**src/idm_pkg.sv**
```systemverilog
// Constants shared by the destination-match and local vector logic.
// Assumes a 4 KB register window addressed by byte offset.
package idm_pkg;
  // Register byte offsets
  localparam logic [11:0] OFS_UNIT_ID = 12'h020;
  localparam logic [11:0] OFS_LOGICAL_DEST = 12'h0d0;
  localparam logic [11:0] OFS_DEST_FORMAT = 12'h0e0;
  localparam logic [11:0] OFS_ENTRY_TIMER = 12'h320;
  localparam logic [11:0] OFS_ENTRY_PIN0 = 12'h350;
  localparam logic [11:0] OFS_ENTRY_PIN1 = 12'h360;
  localparam logic [11:0] OFS_ENTRY_ERROR = 12'h370;
  // Field positions
  localparam int UNIT_ID_LSB = 24;
  localparam int LOGICAL_ID_LSB = 24;
  localparam int FORMAT_LSB = 28;
  localparam int ENT_DLV_LSB = 8;
  localparam int ENT_STATUS = 12;
  localparam int ENT_POLARITY = 13;
  localparam int ENT_TRIGGER = 15;
  localparam int ENT_MASK = 16;
  localparam int ENT_TIMER_MODE = 17;
  // Reset values and fixed patterns
  localparam logic [3:0] FORMAT_FLAT = 4'hf;
  localparam logic [3:0] FORMAT_CLUSTER = 4'h0;
  localparam logic [3:0] PHYS_BROADCAST = 4'hf;
  localparam logic [7:0] LOGICAL_BROADCAST = 8'hff;
  localparam logic [27:0] FORMAT_LOW_READ = 28'hfffffff;
  localparam logic [31:0] ENTRY_RESET = 32'h0001_0000;
  // Writable bits per entry kind
  localparam logic [31:0] WMASK_TIMER = 32'h0003_00ff;
  localparam logic [31:0] WMASK_PIN = 32'h0001_a7ff;
  localparam logic [31:0] WMASK_ERROR = 32'h0001_00ff;
  // Entry indices
  localparam logic [1:0] IDX_TIMER = 2'h0;
  localparam logic [1:0] IDX_PIN0 = 2'h1;
  localparam logic [1:0] IDX_PIN1 = 2'h2;
  localparam logic [1:0] IDX_ERROR = 2'h3;
  // Delivery mode encodings
  localparam logic [2:0] DLV_FIXED = 3'h0;
  localparam logic [2:0] DLV_LOWEST = 3'h1;
  localparam logic [2:0] DLV_SMI = 3'h2;
  localparam logic [2:0] DLV_NMI = 3'h4;
  localparam logic [2:0] DLV_INIT = 3'h5;
  localparam logic [2:0] DLV_STARTUP = 3'h6;
  localparam logic [2:0] DLV_EXTERNAL = 3'h7;
  // Cycles after reset release before straps are taken
  localparam logic [1:0] CFG_LOAD_CYC = 2'h3;
  typedef enum logic {ACK_IDLE, ACK_ASK} idm_ack_state_t;
endpackage : idm_pkg

```
**src/idm_dest_match.sv**
```systemverilog
// Combinational destination matcher for incoming interrupt messages.
// Assumes register values are stable in the cycle of the message.
`timescale 1ns/100ps
module idm_dest_match
  import idm_pkg::*;
(
  input wire logic logical_mode,
  input wire logic [7:0] message_destination_address,
  input wire logic [3:0] unit_id,
  input wire logic [7:0] logical_id,
  input wire logic [3:0] format,
  output logic hit
);
  logic [7:0] dest;
  assign dest = message_destination_address;

  always_comb
  begin
    hit = 1'b0;
    if (!logical_mode)
    begin
      hit = (dest[3:0] == PHYS_BROADCAST) || (dest[3:0] == unit_id);
    end
    else if (format == FORMAT_FLAT)
    begin
      hit = (dest == LOGICAL_BROADCAST) || ((dest & logical_id) != 8'h00);
    end
    else if (format == FORMAT_CLUSTER)
    begin
      if (dest == LOGICAL_BROADCAST)
      begin
        hit = 1'b1;
      end
      else if (dest[7:4] == logical_id[7:4])
      begin
        hit = (dest[3:0] & logical_id[3:0]) != 4'h0;
      end
    end
  end
endmodule : idm_dest_match

```
**src/idm_pin_sense.sv**
```systemverilog
// Sensing of one local interrupt pin as set by its vector table entry.
// Assumes the pin is asynchronous to clk_sys.
`timescale 1ns/100ps
module idm_pin_sense
  import idm_pkg::*;
#(
  parameter bit HAS_IO_UNIT = 1'b0
)
(
  input wire logic clk_sys,
  input wire logic sys_rst,
  input wire logic pin_raw,
  input wire logic [31:0] entry,
  output logic fixed_req,
  output logic nmi_pulse,
  output logic ext_req,
  output logic pending
);
  logic sync_a;
  logic sync_b;
  logic prev_active;
  logic active;
  logic rise;
  logic masked;
  logic level_mode;
  logic [2:0] mode;

  assign active = sync_b ^ entry[ENT_POLARITY];
  assign rise = active && !prev_active;
  assign masked = entry[ENT_MASK];
  assign mode = entry[ENT_DLV_LSB +: 3];
  // Fixed mode without an I/O unit is forced to level sensing
  assign level_mode = entry[ENT_TRIGGER] || !HAS_IO_UNIT;

  always_ff @(posedge clk_sys)
  begin
    if (sys_rst)
    begin
      sync_a <= 1'b0;
      sync_b <= 1'b0;
      prev_active <= 1'b0;
    end
    else
    begin
      sync_a <= pin_raw;
      sync_b <= sync_a;
      prev_active <= active;
    end
  end

  always_ff @(posedge clk_sys)
  begin
    if (sys_rst)
    begin
      fixed_req <= 1'b0;
      nmi_pulse <= 1'b0;
      ext_req <= 1'b0;
    end
    else
    begin
      fixed_req <= (mode == DLV_FIXED) && !masked && (level_mode ? active : rise);
      nmi_pulse <= (mode == DLV_NMI) && !masked && rise;
      ext_req <= (mode == DLV_EXTERNAL) && !masked && active;
    end
  end

  assign pending = fixed_req || nmi_pulse || ext_req;
endmodule : idm_pin_sense

```
**src/idm_top.sv**
```systemverilog
// Local interrupt unit: destination match, arbitration priority,
// delivery choice and local vector table.
// Assumes message, arbitration and core inputs are on clk_sys;
// strap and local pins are asynchronous.
`timescale 1ns/100ps
module idm_top
  import idm_pkg::*;
#(
  parameter bit HAS_IO_UNIT = 1'b0
)
(
  input wire logic clk_sys,
  input wire logic sys_rst,
  input wire logic [11:0] reg_addr,
  input wire logic reg_wr,
  input wire logic reg_rd,
  input wire logic [31:0] reg_wdata,
  output logic [31:0] reg_rdata,
  output logic reg_rvalid,
  input wire logic config_addr_line_a_n,
  input wire logic config_addr_line_b_n,
  input wire logic [3:0] bus_request_line_n,
  input wire logic msg_valid,
  input wire logic msg_logical,
  input wire logic [7:0] message_destination_address,
  input wire logic [2:0] msg_mode,
  input wire logic [7:0] msg_vector,
  input wire logic msg_focus,
  input wire logic msg_init_deassert,
  input wire logic [7:0] priority_compare_reg,
  input wire logic peer_valid,
  input wire logic [7:0] peer_priority,
  input wire logic [3:0] peer_priority_id,
  output logic msg_accept,
  output logic [7:0] acc_vector,
  output logic [2:0] acc_mode,
  input wire logic arb_request,
  input wire logic arb_round,
  input wire logic [3:0] arb_peer_max,
  output logic arb_win,
  output logic [3:0] arbitration_priority_id,
  input wire logic timer_event,
  input wire logic error_event,
  output logic timer_irq,
  output logic error_irq,
  output logic [7:0] timer_vector,
  output logic [7:0] error_vector,
  input wire logic local_pin_0,
  input wire logic local_pin_1,
  output logic [1:0] pin_fixed_req,
  output logic [1:0] pin_nmi,
  output logic [15:0] pin_vector,
  output logic ack_req,
  input wire logic ack_done,
  input wire logic [7:0] ack_vector,
  output logic ext_vector_valid,
  output logic [7:0] ext_vector
);
  logic [3:0] unit_id;
  logic [7:0] logical_id;
  logic [3:0] dest_format;
  logic [31:0] entry [4];
  logic [1:0] cfg_cnt;
  logic cfg_done;
  logic [5:0] strap_a;
  logic [5:0] strap_b;
  logic [3:0] strap_id;
  logic wr_id;
  logic wr_logical;
  logic wr_format;
  logic ent_hit;
  logic [1:0] ent_idx;
  logic [31:0] ent_wmask;
  logic [31:0] next_rdata;
  logic dm_hit;
  logic is_static;
  logic lp_win;
  logic take;
  logic [1:0] pin_ext;
  logic [1:0] pin_pend;
  logic [1:0] pin_raw;
  idm_ack_state_t ack_state;

  // Strap synchroniser; first stage feeds only the second
  always_ff @(posedge clk_sys)
  begin
    if (sys_rst)
    begin
      strap_a <= 6'h00;
      strap_b <= 6'h00;
    end
    else
    begin
      strap_a <= ~{config_addr_line_b_n, config_addr_line_a_n, bus_request_line_n};
      strap_b <= strap_a;
    end
  end

  // Agent number from the active request line, cluster from the address lines
  always_comb
  begin
    strap_id[3:2] = strap_b[5:4];
    strap_id[1:0] = 2'h0;
    if (strap_b[3])
    begin
      strap_id[1:0] = 2'h3;
    end
    else if (strap_b[2])
    begin
      strap_id[1:0] = 2'h2;
    end
    else if (strap_b[1])
    begin
      strap_id[1:0] = 2'h1;
    end
  end

  // Straps are taken once, after the synchroniser has filled
  always_ff @(posedge clk_sys)
  begin
    if (sys_rst)
    begin
      cfg_cnt <= 2'h0;
    end
    else if (!cfg_done)
    begin
      cfg_cnt <= cfg_cnt + 2'h1;
    end
  end

  assign cfg_done = (cfg_cnt == CFG_LOAD_CYC);

  // Register decode
  assign wr_id = reg_wr && (reg_addr == OFS_UNIT_ID);
  assign wr_logical = reg_wr && (reg_addr == OFS_LOGICAL_DEST);
  assign wr_format = reg_wr && (reg_addr == OFS_DEST_FORMAT);

  always_comb
  begin
    ent_hit = 1'b1;
    ent_idx = IDX_TIMER;
    ent_wmask = WMASK_TIMER;
    case (reg_addr)
      OFS_ENTRY_TIMER:
      begin
        ent_idx = IDX_TIMER;
        ent_wmask = WMASK_TIMER;
      end
      OFS_ENTRY_PIN0:
      begin
        ent_idx = IDX_PIN0;
        ent_wmask = WMASK_PIN;
      end
      OFS_ENTRY_PIN1:
      begin
        ent_idx = IDX_PIN1;
        ent_wmask = WMASK_PIN;
      end
      OFS_ENTRY_ERROR:
      begin
        ent_idx = IDX_ERROR;
        ent_wmask = WMASK_ERROR;
      end
      default:
      begin
        ent_hit = 1'b0;
      end
    endcase
  end

  always_ff @(posedge clk_sys)
  begin
    if (sys_rst)
    begin
      unit_id <= 4'h0;
    end
    else if (cfg_cnt == CFG_LOAD_CYC - 2'h1)
    begin
      unit_id <= strap_id;
    end
    else if (wr_id && cfg_done)
    begin
      unit_id <= reg_wdata[UNIT_ID_LSB +: 4];
    end
  end

  always_ff @(posedge clk_sys)
  begin
    if (sys_rst)
    begin
      logical_id <= 8'h00;
    end
    else if (wr_logical)
    begin
      logical_id <= reg_wdata[LOGICAL_ID_LSB +: 8];
    end
  end

  always_ff @(posedge clk_sys)
  begin
    if (sys_rst)
    begin
      dest_format <= FORMAT_FLAT;
    end
    else if (wr_format)
    begin
      dest_format <= reg_wdata[FORMAT_LSB +: 4];
    end
  end

  // Vector table; read-only and absent fields never store
  always_ff @(posedge clk_sys)
  begin
    if (sys_rst)
    begin
      for (int i = 0; i < 4; i++)
      begin
        entry[i] <= ENTRY_RESET;
      end
    end
    else if (reg_wr && ent_hit)
    begin
      entry[ent_idx] <= reg_wdata & ent_wmask;
    end
  end

  // Read mux; unmapped offsets read zero
  always_comb
  begin
    next_rdata = 32'h0000_0000;
    case (reg_addr)
      OFS_UNIT_ID:
      begin
        next_rdata[UNIT_ID_LSB +: 4] = unit_id;
      end
      OFS_LOGICAL_DEST:
      begin
        next_rdata[LOGICAL_ID_LSB +: 8] = logical_id;
      end
      OFS_DEST_FORMAT:
      begin
        next_rdata = {dest_format, FORMAT_LOW_READ};
      end
      OFS_ENTRY_TIMER:
      begin
        next_rdata = entry[IDX_TIMER];
      end
      OFS_ENTRY_PIN0:
      begin
        next_rdata = entry[IDX_PIN0];
        next_rdata[ENT_STATUS] = pin_pend[0];
      end
      OFS_ENTRY_PIN1:
      begin
        next_rdata = entry[IDX_PIN1];
        next_rdata[ENT_STATUS] = pin_pend[1];
      end
      OFS_ENTRY_ERROR:
      begin
        next_rdata = entry[IDX_ERROR];
      end
      default:
      begin
        next_rdata = 32'h0000_0000;
      end
    endcase
  end

  always_ff @(posedge clk_sys)
  begin
    if (sys_rst)
    begin
      reg_rdata <= 32'h0000_0000;
      reg_rvalid <= 1'b0;
    end
    else
    begin
      reg_rvalid <= reg_rd;
      if (reg_rd)
      begin
        reg_rdata <= next_rdata;
      end
    end
  end

  idm_dest_match i_idm_dest_match (
    .logical_mode(msg_logical),
    .message_destination_address(message_destination_address),
    .unit_id(unit_id),
    .logical_id(logical_id),
    .format(dest_format),
    .hit(dm_hit)
  );

  // Static modes; reserved encoding is never taken
  always_comb
  begin
    case (msg_mode)
      DLV_FIXED, DLV_SMI, DLV_NMI, DLV_INIT, DLV_STARTUP, DLV_EXTERNAL:
      begin
        is_static = 1'b1;
      end
      default:
      begin
        is_static = 1'b0;
      end
    endcase
  end

  // Peer figures are the best of the other matching units
  assign lp_win = msg_focus
    || !peer_valid
    || (priority_compare_reg < peer_priority)
    || ((priority_compare_reg == peer_priority)
        && (arbitration_priority_id > peer_priority_id));

  assign take = msg_valid && dm_hit
    && ((msg_mode == DLV_LOWEST) ? lp_win : is_static);

  always_ff @(posedge clk_sys)
  begin
    if (sys_rst)
    begin
      msg_accept <= 1'b0;
      acc_vector <= 8'h00;
      acc_mode <= DLV_FIXED;
    end
    else
    begin
      msg_accept <= take;
      // A miss leaves the last accepted message in place
      if (take)
      begin
        acc_vector <= msg_vector;
        acc_mode <= msg_mode;
      end
    end
  end

  // Arbitration priority, invisible to software
  always_ff @(posedge clk_sys)
  begin
    if (sys_rst)
    begin
      arbitration_priority_id <= 4'h0;
      arb_win <= 1'b0;
    end
    else
    begin
      arb_win <= arb_round && arb_request && (arbitration_priority_id > arb_peer_max);
      if (cfg_cnt == CFG_LOAD_CYC - 2'h1)
      begin
        arbitration_priority_id <= strap_id;
      end
      else if (msg_init_deassert)
      begin
        arbitration_priority_id <= unit_id;
      end
      else if (arb_round && arb_request)
      begin
        if (arbitration_priority_id > arb_peer_max)
        begin
          arbitration_priority_id <= 4'h0;
        end
        else
        begin
          arbitration_priority_id <= arbitration_priority_id + 4'h1;
        end
      end
    end
  end

  // Timer and error sources: edge only, vector always used
  always_ff @(posedge clk_sys)
  begin
    if (sys_rst)
    begin
      timer_irq <= 1'b0;
      error_irq <= 1'b0;
      timer_vector <= 8'h00;
      error_vector <= 8'h00;
    end
    else
    begin
      timer_irq <= timer_event && !entry[IDX_TIMER][ENT_MASK];
      error_irq <= error_event && !entry[IDX_ERROR][ENT_MASK];
      timer_vector <= entry[IDX_TIMER][7:0];
      error_vector <= entry[IDX_ERROR][7:0];
    end
  end

  assign pin_raw = {local_pin_1, local_pin_0};

  genvar g;
  generate
    for (g = 0; g < 2; g++)
    begin : g_pin
      idm_pin_sense #(
        .HAS_IO_UNIT(HAS_IO_UNIT)
      ) i_idm_pin_sense (
        .clk_sys(clk_sys),
        .sys_rst(sys_rst),
        .pin_raw(pin_raw[g]),
        .entry(entry[g + 1]),
        .fixed_req(pin_fixed_req[g]),
        .nmi_pulse(pin_nmi[g]),
        .ext_req(pin_ext[g]),
        .pending(pin_pend[g])
      );

      always_ff @(posedge clk_sys)
      begin
        if (sys_rst)
        begin
          pin_vector[g * 8 +: 8] <= 8'h00;
        end
        else
        begin
          pin_vector[g * 8 +: 8] <= entry[g + 1][7:0];
        end
      end
    end
  endgenerate

  // Acknowledge cycle; one external source assumed, so pins share it
  always_ff @(posedge clk_sys)
  begin
    if (sys_rst)
    begin
      ack_state <= ACK_IDLE;
      ext_vector_valid <= 1'b0;
      ext_vector <= 8'h00;
    end
    else
    begin
      ext_vector_valid <= 1'b0;
      case (ack_state)
        ACK_IDLE:
        begin
          if (pin_ext != 2'b00)
          begin
            ack_state <= ACK_ASK;
          end
        end
        ACK_ASK:
        begin
          if (ack_done)
          begin
            ext_vector <= ack_vector;
            ext_vector_valid <= 1'b1;
            ack_state <= ACK_IDLE;
          end
        end
        default:
        begin
          ack_state <= ACK_IDLE;
        end
      endcase
    end
  end

  assign ack_req = (ack_state == ACK_ASK);
endmodule : idm_top

```
**config.mk**
```make
export PLATFORM = sky130hd
export DESIGN_NAME = idm_top
export DESIGN_NICKNAME = d
export VERILOG_FILES = /design/src/idm_pkg.sv /design/src/idm_dest_match.sv /design/src/idm_pin_sense.sv /design/src/idm_top.sv
export SDC_FILE = /design/constraint.sdc
export NUM_CORES = 1
export LEC_CHECK = 0
export BUFFER_PORTS_ARGS = -buffer_cell sky130_fd_sc_hd__buf_2
export CORE_ASPECT_RATIO = 1.5
export CORE_MARGIN = 3
export CORE_UTILIZATION = 55
export DETAILED_ROUTE_END_ITERATION = 10
export PLACE_DENSITY = 0.83
export SETUP_SLACK_MARGIN = 0.5
export SYNTH_ARGS = -nofsm -noshare
export SYNTH_HDL_FRONTEND = slang
export SYNTH_HIERARCHICAL = 1
export SYNTH_SLANG_ARGS = --single-unit
```
**constraint.sdc**
```tcl
create_clock -name clk_sys -period 4.8 [get_ports clk_sys]
set_input_delay 0.48 -clock clk_sys [delete_from_list [all_inputs] [get_ports clk_sys]]
set_output_delay 0.48 -clock clk_sys [all_outputs]
set_load 0.005 [all_outputs]
```
==> qor.yml, run 1 <==
status:
  status: "completed"
timing:
  tns_ps: 0
  setup_viol: 0
  worst_slew_margin_rel_pct: 35.8
  period_needed_ps: 2980
  final_max_slew_viol_count: 0
  rsz0062_at_grt: "no"
  skew_ps: 10.7
  finalHoldViolCount: 0
  fin_ws_ps: 1820
  whs_ps: 200
  finalCritPeriodShare_pct: 62.1
  worst_pin_slew_ps: 959
  fmax_mhz: 335
pwr:
  power_leakage_uw: 0.00400
  pwr-share-comb_pct: 9.4
  clock_power_share_pct: 39.5
  power_frac_seq_pct: 51.1
  p_per_area_mw_per_mm2: 363
  vdd_drop_max_mv: 0.268
  power.share.switching_pct: 25.2
  internal-power_uw: 2570
  switchingPower_uw: 865
worst_hold_path:
  whs_path_depth: 2
  hold_path_end: "strap_a[4]$_SDFF_PP0_"
  hold_path_class: "in -> reg"
  min_from: "config_addr_line_a_n"
detailed_routing:
  drc: 0
  wl_microns: 20200
  viasPerCell: 5.60
  routed-via-count: 6227
  drtAntennaViolNets: 0
  wl_per_cell_microns: 18.1
  dr.first_iter.drc_count: 254
  drtPass1Iterations: 5
grt:
  grt_pass1_wl_microns: 29500
  grt.overflow.total: 0
  antenna_found_initial: 0
  grt_max_degree: 66
  grt_usage_pct: 25.1
  grt_pass1_vias: 5943
floorplan:
  die_y_microns: 152
  ios: 215
  dieWidth_microns: 103
  die_area_sq_mm: 0.0157
  start_util_pct: 57.0
  coreArea_sq_mm: 0.0137
  rows: 52
clock_network:
  htree_levels: 4
  cts_buffers: 17
  clock_sinks: 187
  clk_pin_slew_worst_paths_ps: 80
  cts_tree: "built"
  clk_latency_ps: 420
  cts_root_buf: "clkbuf_16"
  hold_buffers: 0
  cts_setup_buffers: 0
  postCtsResizedCells: 0
  cts_buffer_depth: 2
final_layout:
  finalNonFillerCells: 1112
  drive_gt1_share_pct: 27.4
  finalNetCount: 1076
  area_growth_pct: 21.5
logic_synthesis:
  syn_inst: 746
  synth_flop_cell: "dfxtp_1"
  synthDistinctLibCells: 65
  yosysWarnings: 6
  ys_seq_area_share_pct: 55.8
  avgSynthCellArea_sq_um: 10.4
  async_reset_ff_share_pct: 0
  ys_ff_latch: 187
  syn-cell-area_sq_mm: 0.00779
  synth_edf_count: 60
critical_path:
  cp_data_required_time_ps: 4870
  cp_max_fo: 20
  critPathKind: "in -> reg"
  crit_arrival_ps: 3050
  timing.rr.start: "logical_id[5]$_SDFFE_PP0P_"
  rrSetupSlack_ps: 2300
  r2r-end: "acc_mode[0]$_SDFFE_PP0P_"
  crit_path_start_kind: "primary input"
  reg2reg_depth: 8
  worstSetupEndpointType: "flip-flop"
placement:
  finalWeightedCongestion: 0.848
  io_buffers: 204
  dp.cells: 1079
  pre_cts_ws_ps: 1420
  dp.final_hpwl_microns: 14400
job:
  maxCapViolCount: 0
[worst max-delay path by stage]
stage / from / endpoint / slack (ps) / cells past startpoint
4_1_cts: reg_addr[2] / entry[0][10]$_SDFFCE_PN0P_ / 1820 / 7
3_5_place_dp: reg_addr[2] / entry[0][7]$_SDFFCE_PN0P_ / 1420 / 7
6_report: reg_addr[2] / entry[0][10]$_SDFFCE_PN0P_ / 1820 / 7
5_1_grt: reg_addr[2] / entry[0][10]$_SDFFCE_PN0P_ / 1670 / 7
3_3_place_gp: reg_addr[2] / entry[0][13]$_SDFFCE_PN0P_ / 1490 / 7
2_1_floorplan: reg_addr[3] / entry[0][0]$_SDFFCE_PN0P_ / 2520 / 6
[logic make-up after synthesis]
group	count (synthesis)	share of synthesized area, %
xor gates and xnor gates	8	0.899
AOI/OAI and AO/OA	141	12.8
buffers and inverters	68	3.85
muxes	16	2.09
other	1	0.0481
and+or+nand+nor	302	20.9
DFF	187	55.8
adders and majority gates	23	3.69
[routing by layer]
metal / share of wire (%) / track usage, % / vias to the layer above
met3: 8.7 / 5.82 / 41
met2: 53 / 46.3 / 273
li1: - / - / 3005
met4: 2.5 / 10.6 / 0
met5: 0 / 0 / -
met1: 36 / 26.7 / 2908
[Yosys cell counts (8+ instances only)]
master    count  area, sq um
nand2_1      85          319
a311oi_1     17          149
ha_1         23          288
a21oi_1      57          285
dfxtp_1     127         2540
nand3_1       8         40.0
nor2_1       52          195
inv_1        21         78.8
o22a_1       15          131
nor3_1       11         55.1
a22oi_1      17          128
nor2b_1      46          288
edfxtp_1     60         1800
mux2i_1      14          140
buf_2         8         40.0
clkbuf_1     29          109
and2_1       51          319
[power by group through the flow]
stage	combinational (uW)	clock, uW	sequential (uW)
after global placement	313	0	1790
after CTS	324	1370	1760
after floorplan	180	0	1780
after global routing	361	1430	1770
final	323	1360	1760
after detailed placement	322	0	1790
[sequential cells by signal, indices dropped and copies added, names as in the netlist, 3 cells and up]
name	flops
reg_rdata	25
dest_format	4
error_vector	8
arbitration_priority_id	4
strap_b	5
ext_vector	8
pin_vector	16
acc_vector	8
acc_mode	3
entry	60
unit_id	4
strap_a	5
timer_vector	8
logical_id	8
[per-stage QoR]
step	cell area (sq um)	util [%]	total power, uW
after floorplan	7810	-	1960
after global placement	8880	65.0	2100
after detailed placement	8880	65.0	2110
after CTS	9470	69.3	3450
after global routing	9470	69.3	3550
final	9470	69.3	3440
[critical path, stage by stage]
cell and delay (ps):
buf_2 130, nor4_4 400, nand3b_2 530, nor4_4 360
buf_4 270, and2b_1 400, or2_2 470
[cells in the final DEF (no fill, tap or decap), types with 21 or more instances in the layout]
cell type / n
dfxtp_1: 127
and2_1: 51
a21oi_1: 57
nor2_1: 52
buf_2: 203
nand2_1: 85
nor2b_1: 46
inv_1: 21
ha_1: 23
edfxtp_1: 60
[layout make-up]
cell class	instances	area [sq um]
Clock buffer	20	460
Timing Repair Buffer	211	1080
Sequential cell	187	4340
Inverter	22	82.6
Clock inverter	12	124
Multi-Input combinational cell	497	3180
Fill cell	1029	4200
Antenna cell	1	2.50
Tap cell	162	203
(Power assumes the default switching activity.)
==> inputs of run 2 (changes only) <==
ABC_AREA = 1   (was default)
CORE_UTILIZATION = 47   (was 55)
PLACE_DENSITY = 0.76   (was 0.83)
clock period = 2.54 ns   (was 4.8 ns; I/O delays follow)
==> qor.yml, run 2 <==
final_layout:
  layout_common_cells: "buf_2, nand2_1, nor2_1"
  seq_area_sq_mm: 0.00435  # about the same
  final_common_cell: "buf_2"
  multiInputGateArea_sq_mm: 0.00292  # -8.1%
  nFillCells: 1438  # +40%
  largest_reg_flops: 60  # unchanged
  top_regs: "entry (60), reg_rdata (25), pin_vector (16)"
  top_register: "entry"
  area_growth_pct: 25.4
  finalNetCount: 1298  # +21%
  drive_gt1_share_pct: 26.7  # -0.67 points
placement:
  dp.final_hpwl_microns: 15100  # +4.8%
  finalWeightedCongestion: 0.873  # +2.9%
  pre_cts_ws_ps: 274  # -1140 ps
  io_buffers: 204  # unchanged
pwr:
  power_frac_seq_pct: 49.4  # -1.7 points
  vdd_drop_max_mv: 0.407  # +52%
  power_leakage_uw: 0.00495  # +24%
  internal-power_uw: 5000  # +94%
  clock_power_share_pct: 41.8  # +2.3 points
  power.total_uw: 6680  # +94%
  p_per_area_mw_per_mm2: 671  # +85%
  power.share.switching_pct: 25.1  # -0.070 points
  switchingPower_uw: 1680  # +94%
  pwr-share-comb_pct: 8.8  # -0.6 points
logic_synthesis:
  synthDistinctLibCells: 44  # -32%
  synth_flop_cell: "dfxtp_1"
  ys_ff_latch: 187  # unchanged
  synth_most_common_cell: "nand2_1"
  syn-cell-area_sq_mm: 0.00794  # +1.9%
  avgSynthCellArea_sq_um: 8.50  # -19%
  synth_area_leaders: "dfxtp_1, edfxtp_1, nand2_1"
  synth_top_area_share_pct: 32.0  # -0.62 points
  syn_inst: 934  # +25%
  ys_top_cells_by_count: "nand2_1, nor2_1, inv_1"
  async_reset_ff_share_pct: 0  # unchanged
  yosysWarnings: 6  # unchanged
  ys_seq_area_share_pct: 54.7  # -1.1 points
  synth_edf_count: 60  # unchanged
  synth_area_leader_cell: "dfxtp_1"
detailed_routing:
  dr.first_iter.drc_count: 353  # +39%
  routed-via-count: 6799  # +9.2%
  drc: 0  # unchanged
  wl_microns: 20400  # +1.4%
  viasPerCell: 4.93  # -12%
  drtAntennaViolNets: 0  # unchanged
  wl_per_cell_microns: 14.8  # -18%
  drtPass1Iterations: 5  # unchanged
timing:
  period_needed_ps: 1840
  finalCritPeriodShare_pct: 72.4
  final_max_slew_viol_count: 0  # unchanged
  rsz0062_at_grt: "no"
  fin_ws_ps: 701  # -1120 ps
  worst_pin_slew_ps: 638  # -321 ps
  finalHoldViolCount: 0  # unchanged
  whs_ps: 16.9  # -183 ps
  tns_ps: 0  # unchanged
  worst_slew_margin_rel_pct: 57.4  # +22 points
  skew_ps: 11.2  # +0.512 ps
  setup_viol: 0  # unchanged
  fmax_mhz: 544
status:
  status: "completed"
floorplan:
  die_area_sq_mm: 0.0185  # +18%
  start_util_pct: 48.4  # -8.6 points
  dieWidth_microns: 112  # +8.7%
  rows: 57  # +9.6%
  die_y_microns: 165  # +8.8%
  ios: 215  # unchanged
  coreArea_sq_mm: 0.0164  # +20%
clock_network:
  cts_tree: "built"
  clk_latency_ps: 420  # about the same
  cts_buffer_depth: 2  # unchanged
  clk_pin_slew_worst_paths_ps: 70  # about the same
  clock_sinks: 187  # unchanged
  cts_setup_buffers: 0  # unchanged
  htree_levels: 4  # unchanged
  cts_root_buf: "clkbuf_16"
  cts_buffers: 17  # unchanged
critical_path:
  critPathKind: "in -> reg"
  path_delay_family: "simple AND/OR/NAND/NOR gates"
  critPathBufInv: 2  # unchanged
  cpMaxStageDelayCell: "nor2_4"
  path_cells: "buf_2 > nor2_2 > nand3_2 > nor2_4 > nand2_2 > nand2_1 > nor2_2 > nand2_2 > nand2_2 > nor2_8 > nand2_1 > nand2_1 > buf_4"
  cp_max_fo: 15  # -25%
  crit_path_start_kind: "primary input"
  crit_arrival_ps: 1950  # -1100 ps
  cp_data_required_time_ps: 2650  # -2220 ps
  worstSetupEndpointType: "flip-flop"
  crit_path_max_incr_delay_ps: 290  # -240 ps
grt:
  grt.overflow.total: 0  # unchanged
  antenna_found_initial: 0  # unchanged
  grt_max_degree: 40  # -39%
  grt_pass1_wl_microns: 31600  # +7.3%
  grt_pass1_vias: 6584  # +11%
  grt_usage_pct: 21.6  # -3.4 points
worst_hold_path:
  hold_path_class: "in -> reg"
job:
  maxCapViolCount: 0  # unchanged
==> run 2: cell types whose count changed after synthesis, moves of 14 or more <==
| cell | previous run | this run |
|---|---|---|
| inv_1 | 21 | 142 |
| nor2b_1 | 46 | 0 |
| nand3_1 | 8 | 38 |
| o22a_1 | 15 | 0 |
| and2_1 | 51 | 0 |
| nor2_1 | 52 | 144 |
| o21ai_0 | 1 | 50 |
| a22oi_1 | 17 | 0 |
| mux2i_1 | 14 | 0 |
| nor2_2 | 0 | 28 |
| a311oi_1 | 17 | 0 |
| a21oi_1 | 57 | 40 |
| nand2_1 | 85 | 171 |
==> run 2: cell families (layout without fill, tap and decap cells) <==
group,Yosys count,count (layout),synth area share (%)
AO/OA/AOI/OAI,126,126,9.08
buffers and inverters,177,408,9.04
XOR/XNOR,4,4,0.441
AND/OR/NAND/NOR,416,416,23.1
other,1,8,0.0472
flip-flops,187,187,54.7
adder cells (fa/ha/maj),23,23,3.62
==> run 2: repair_timing <==
action | CTS | global route
hold buffers | 5 | 0
setup endpoints to repair | 0 | 26
gates resized for setup | 0 | 5
endpoints found under the hold margin | 5 | 0
==> run 2: worst min-delay path, delay by kind of cell <==
family        cells  cell delay (ps)
simple gates      2               80
buf+inv           1               70
==> run 2: final timing paths <==
kind / end / start / slack (ps) / depth (start not counted)
max reg2reg: acc_vector[0]$_SDFFE_PP0P_ / logical_id[7]$_SDFFE_PP0P_ / 720 / 15
min reg2reg: strap_b[2]$_SDFF_PP0_ / strap_a[2]$_SDFF_PP0_ / 400 / 2
max: entry[1][1]$_SDFFCE_PN0P_ / reg_addr[11] / 700 / 13
min: ext_vector[4]$_SDFFE_PP0P_ / ack_vector[4] / 20 / 3
==> run 2: area by class of cell <==
cell class                      count  share of cell area (%)
Clock inverter                     14                    2.00
Timing Repair Buffer              230                    12.5
Inverter                          146                    5.51
Multi-Input combinational cell    576                    29.3
Antenna cell                        1                  0.0251
Sequential cell                   187                    43.7
Tap cell                          206                    2.59
Clock buffer                       18                    4.41
==> run 2: power groups by stage <==
stage	registers (uW)	logic, uW	clock network (uW)
after detailed placement	3360	583	0
after floorplan	3350	317	0
after global placement	3360	571	0
after global routing	3310	673	2960
after CTS	3300	593	2840
final	3300	591	2790
==> run 2: layer usage <==
metal,up-vias,GRT usage [%],share of wire [%]
met5,-,0,0
li1,3414,-,-
met1,3092,23.5,38
met4,0,9.35,2.7
met3,39,3.76,5.7
met2,254,41.0,53
==> run 2: metrics by stage <==
step / util (%) / instances / area (sq um)
detailed placement: 56.4 / 1340 / 9250
global route: 60.7 / 1377 / 9950
CTS: 60.6 / 1377 / 9940
finish: 60.7 / 1378 / 9950
global placement: 56.4 / 1340 / 9250
floorplan: - / 940 / 7970
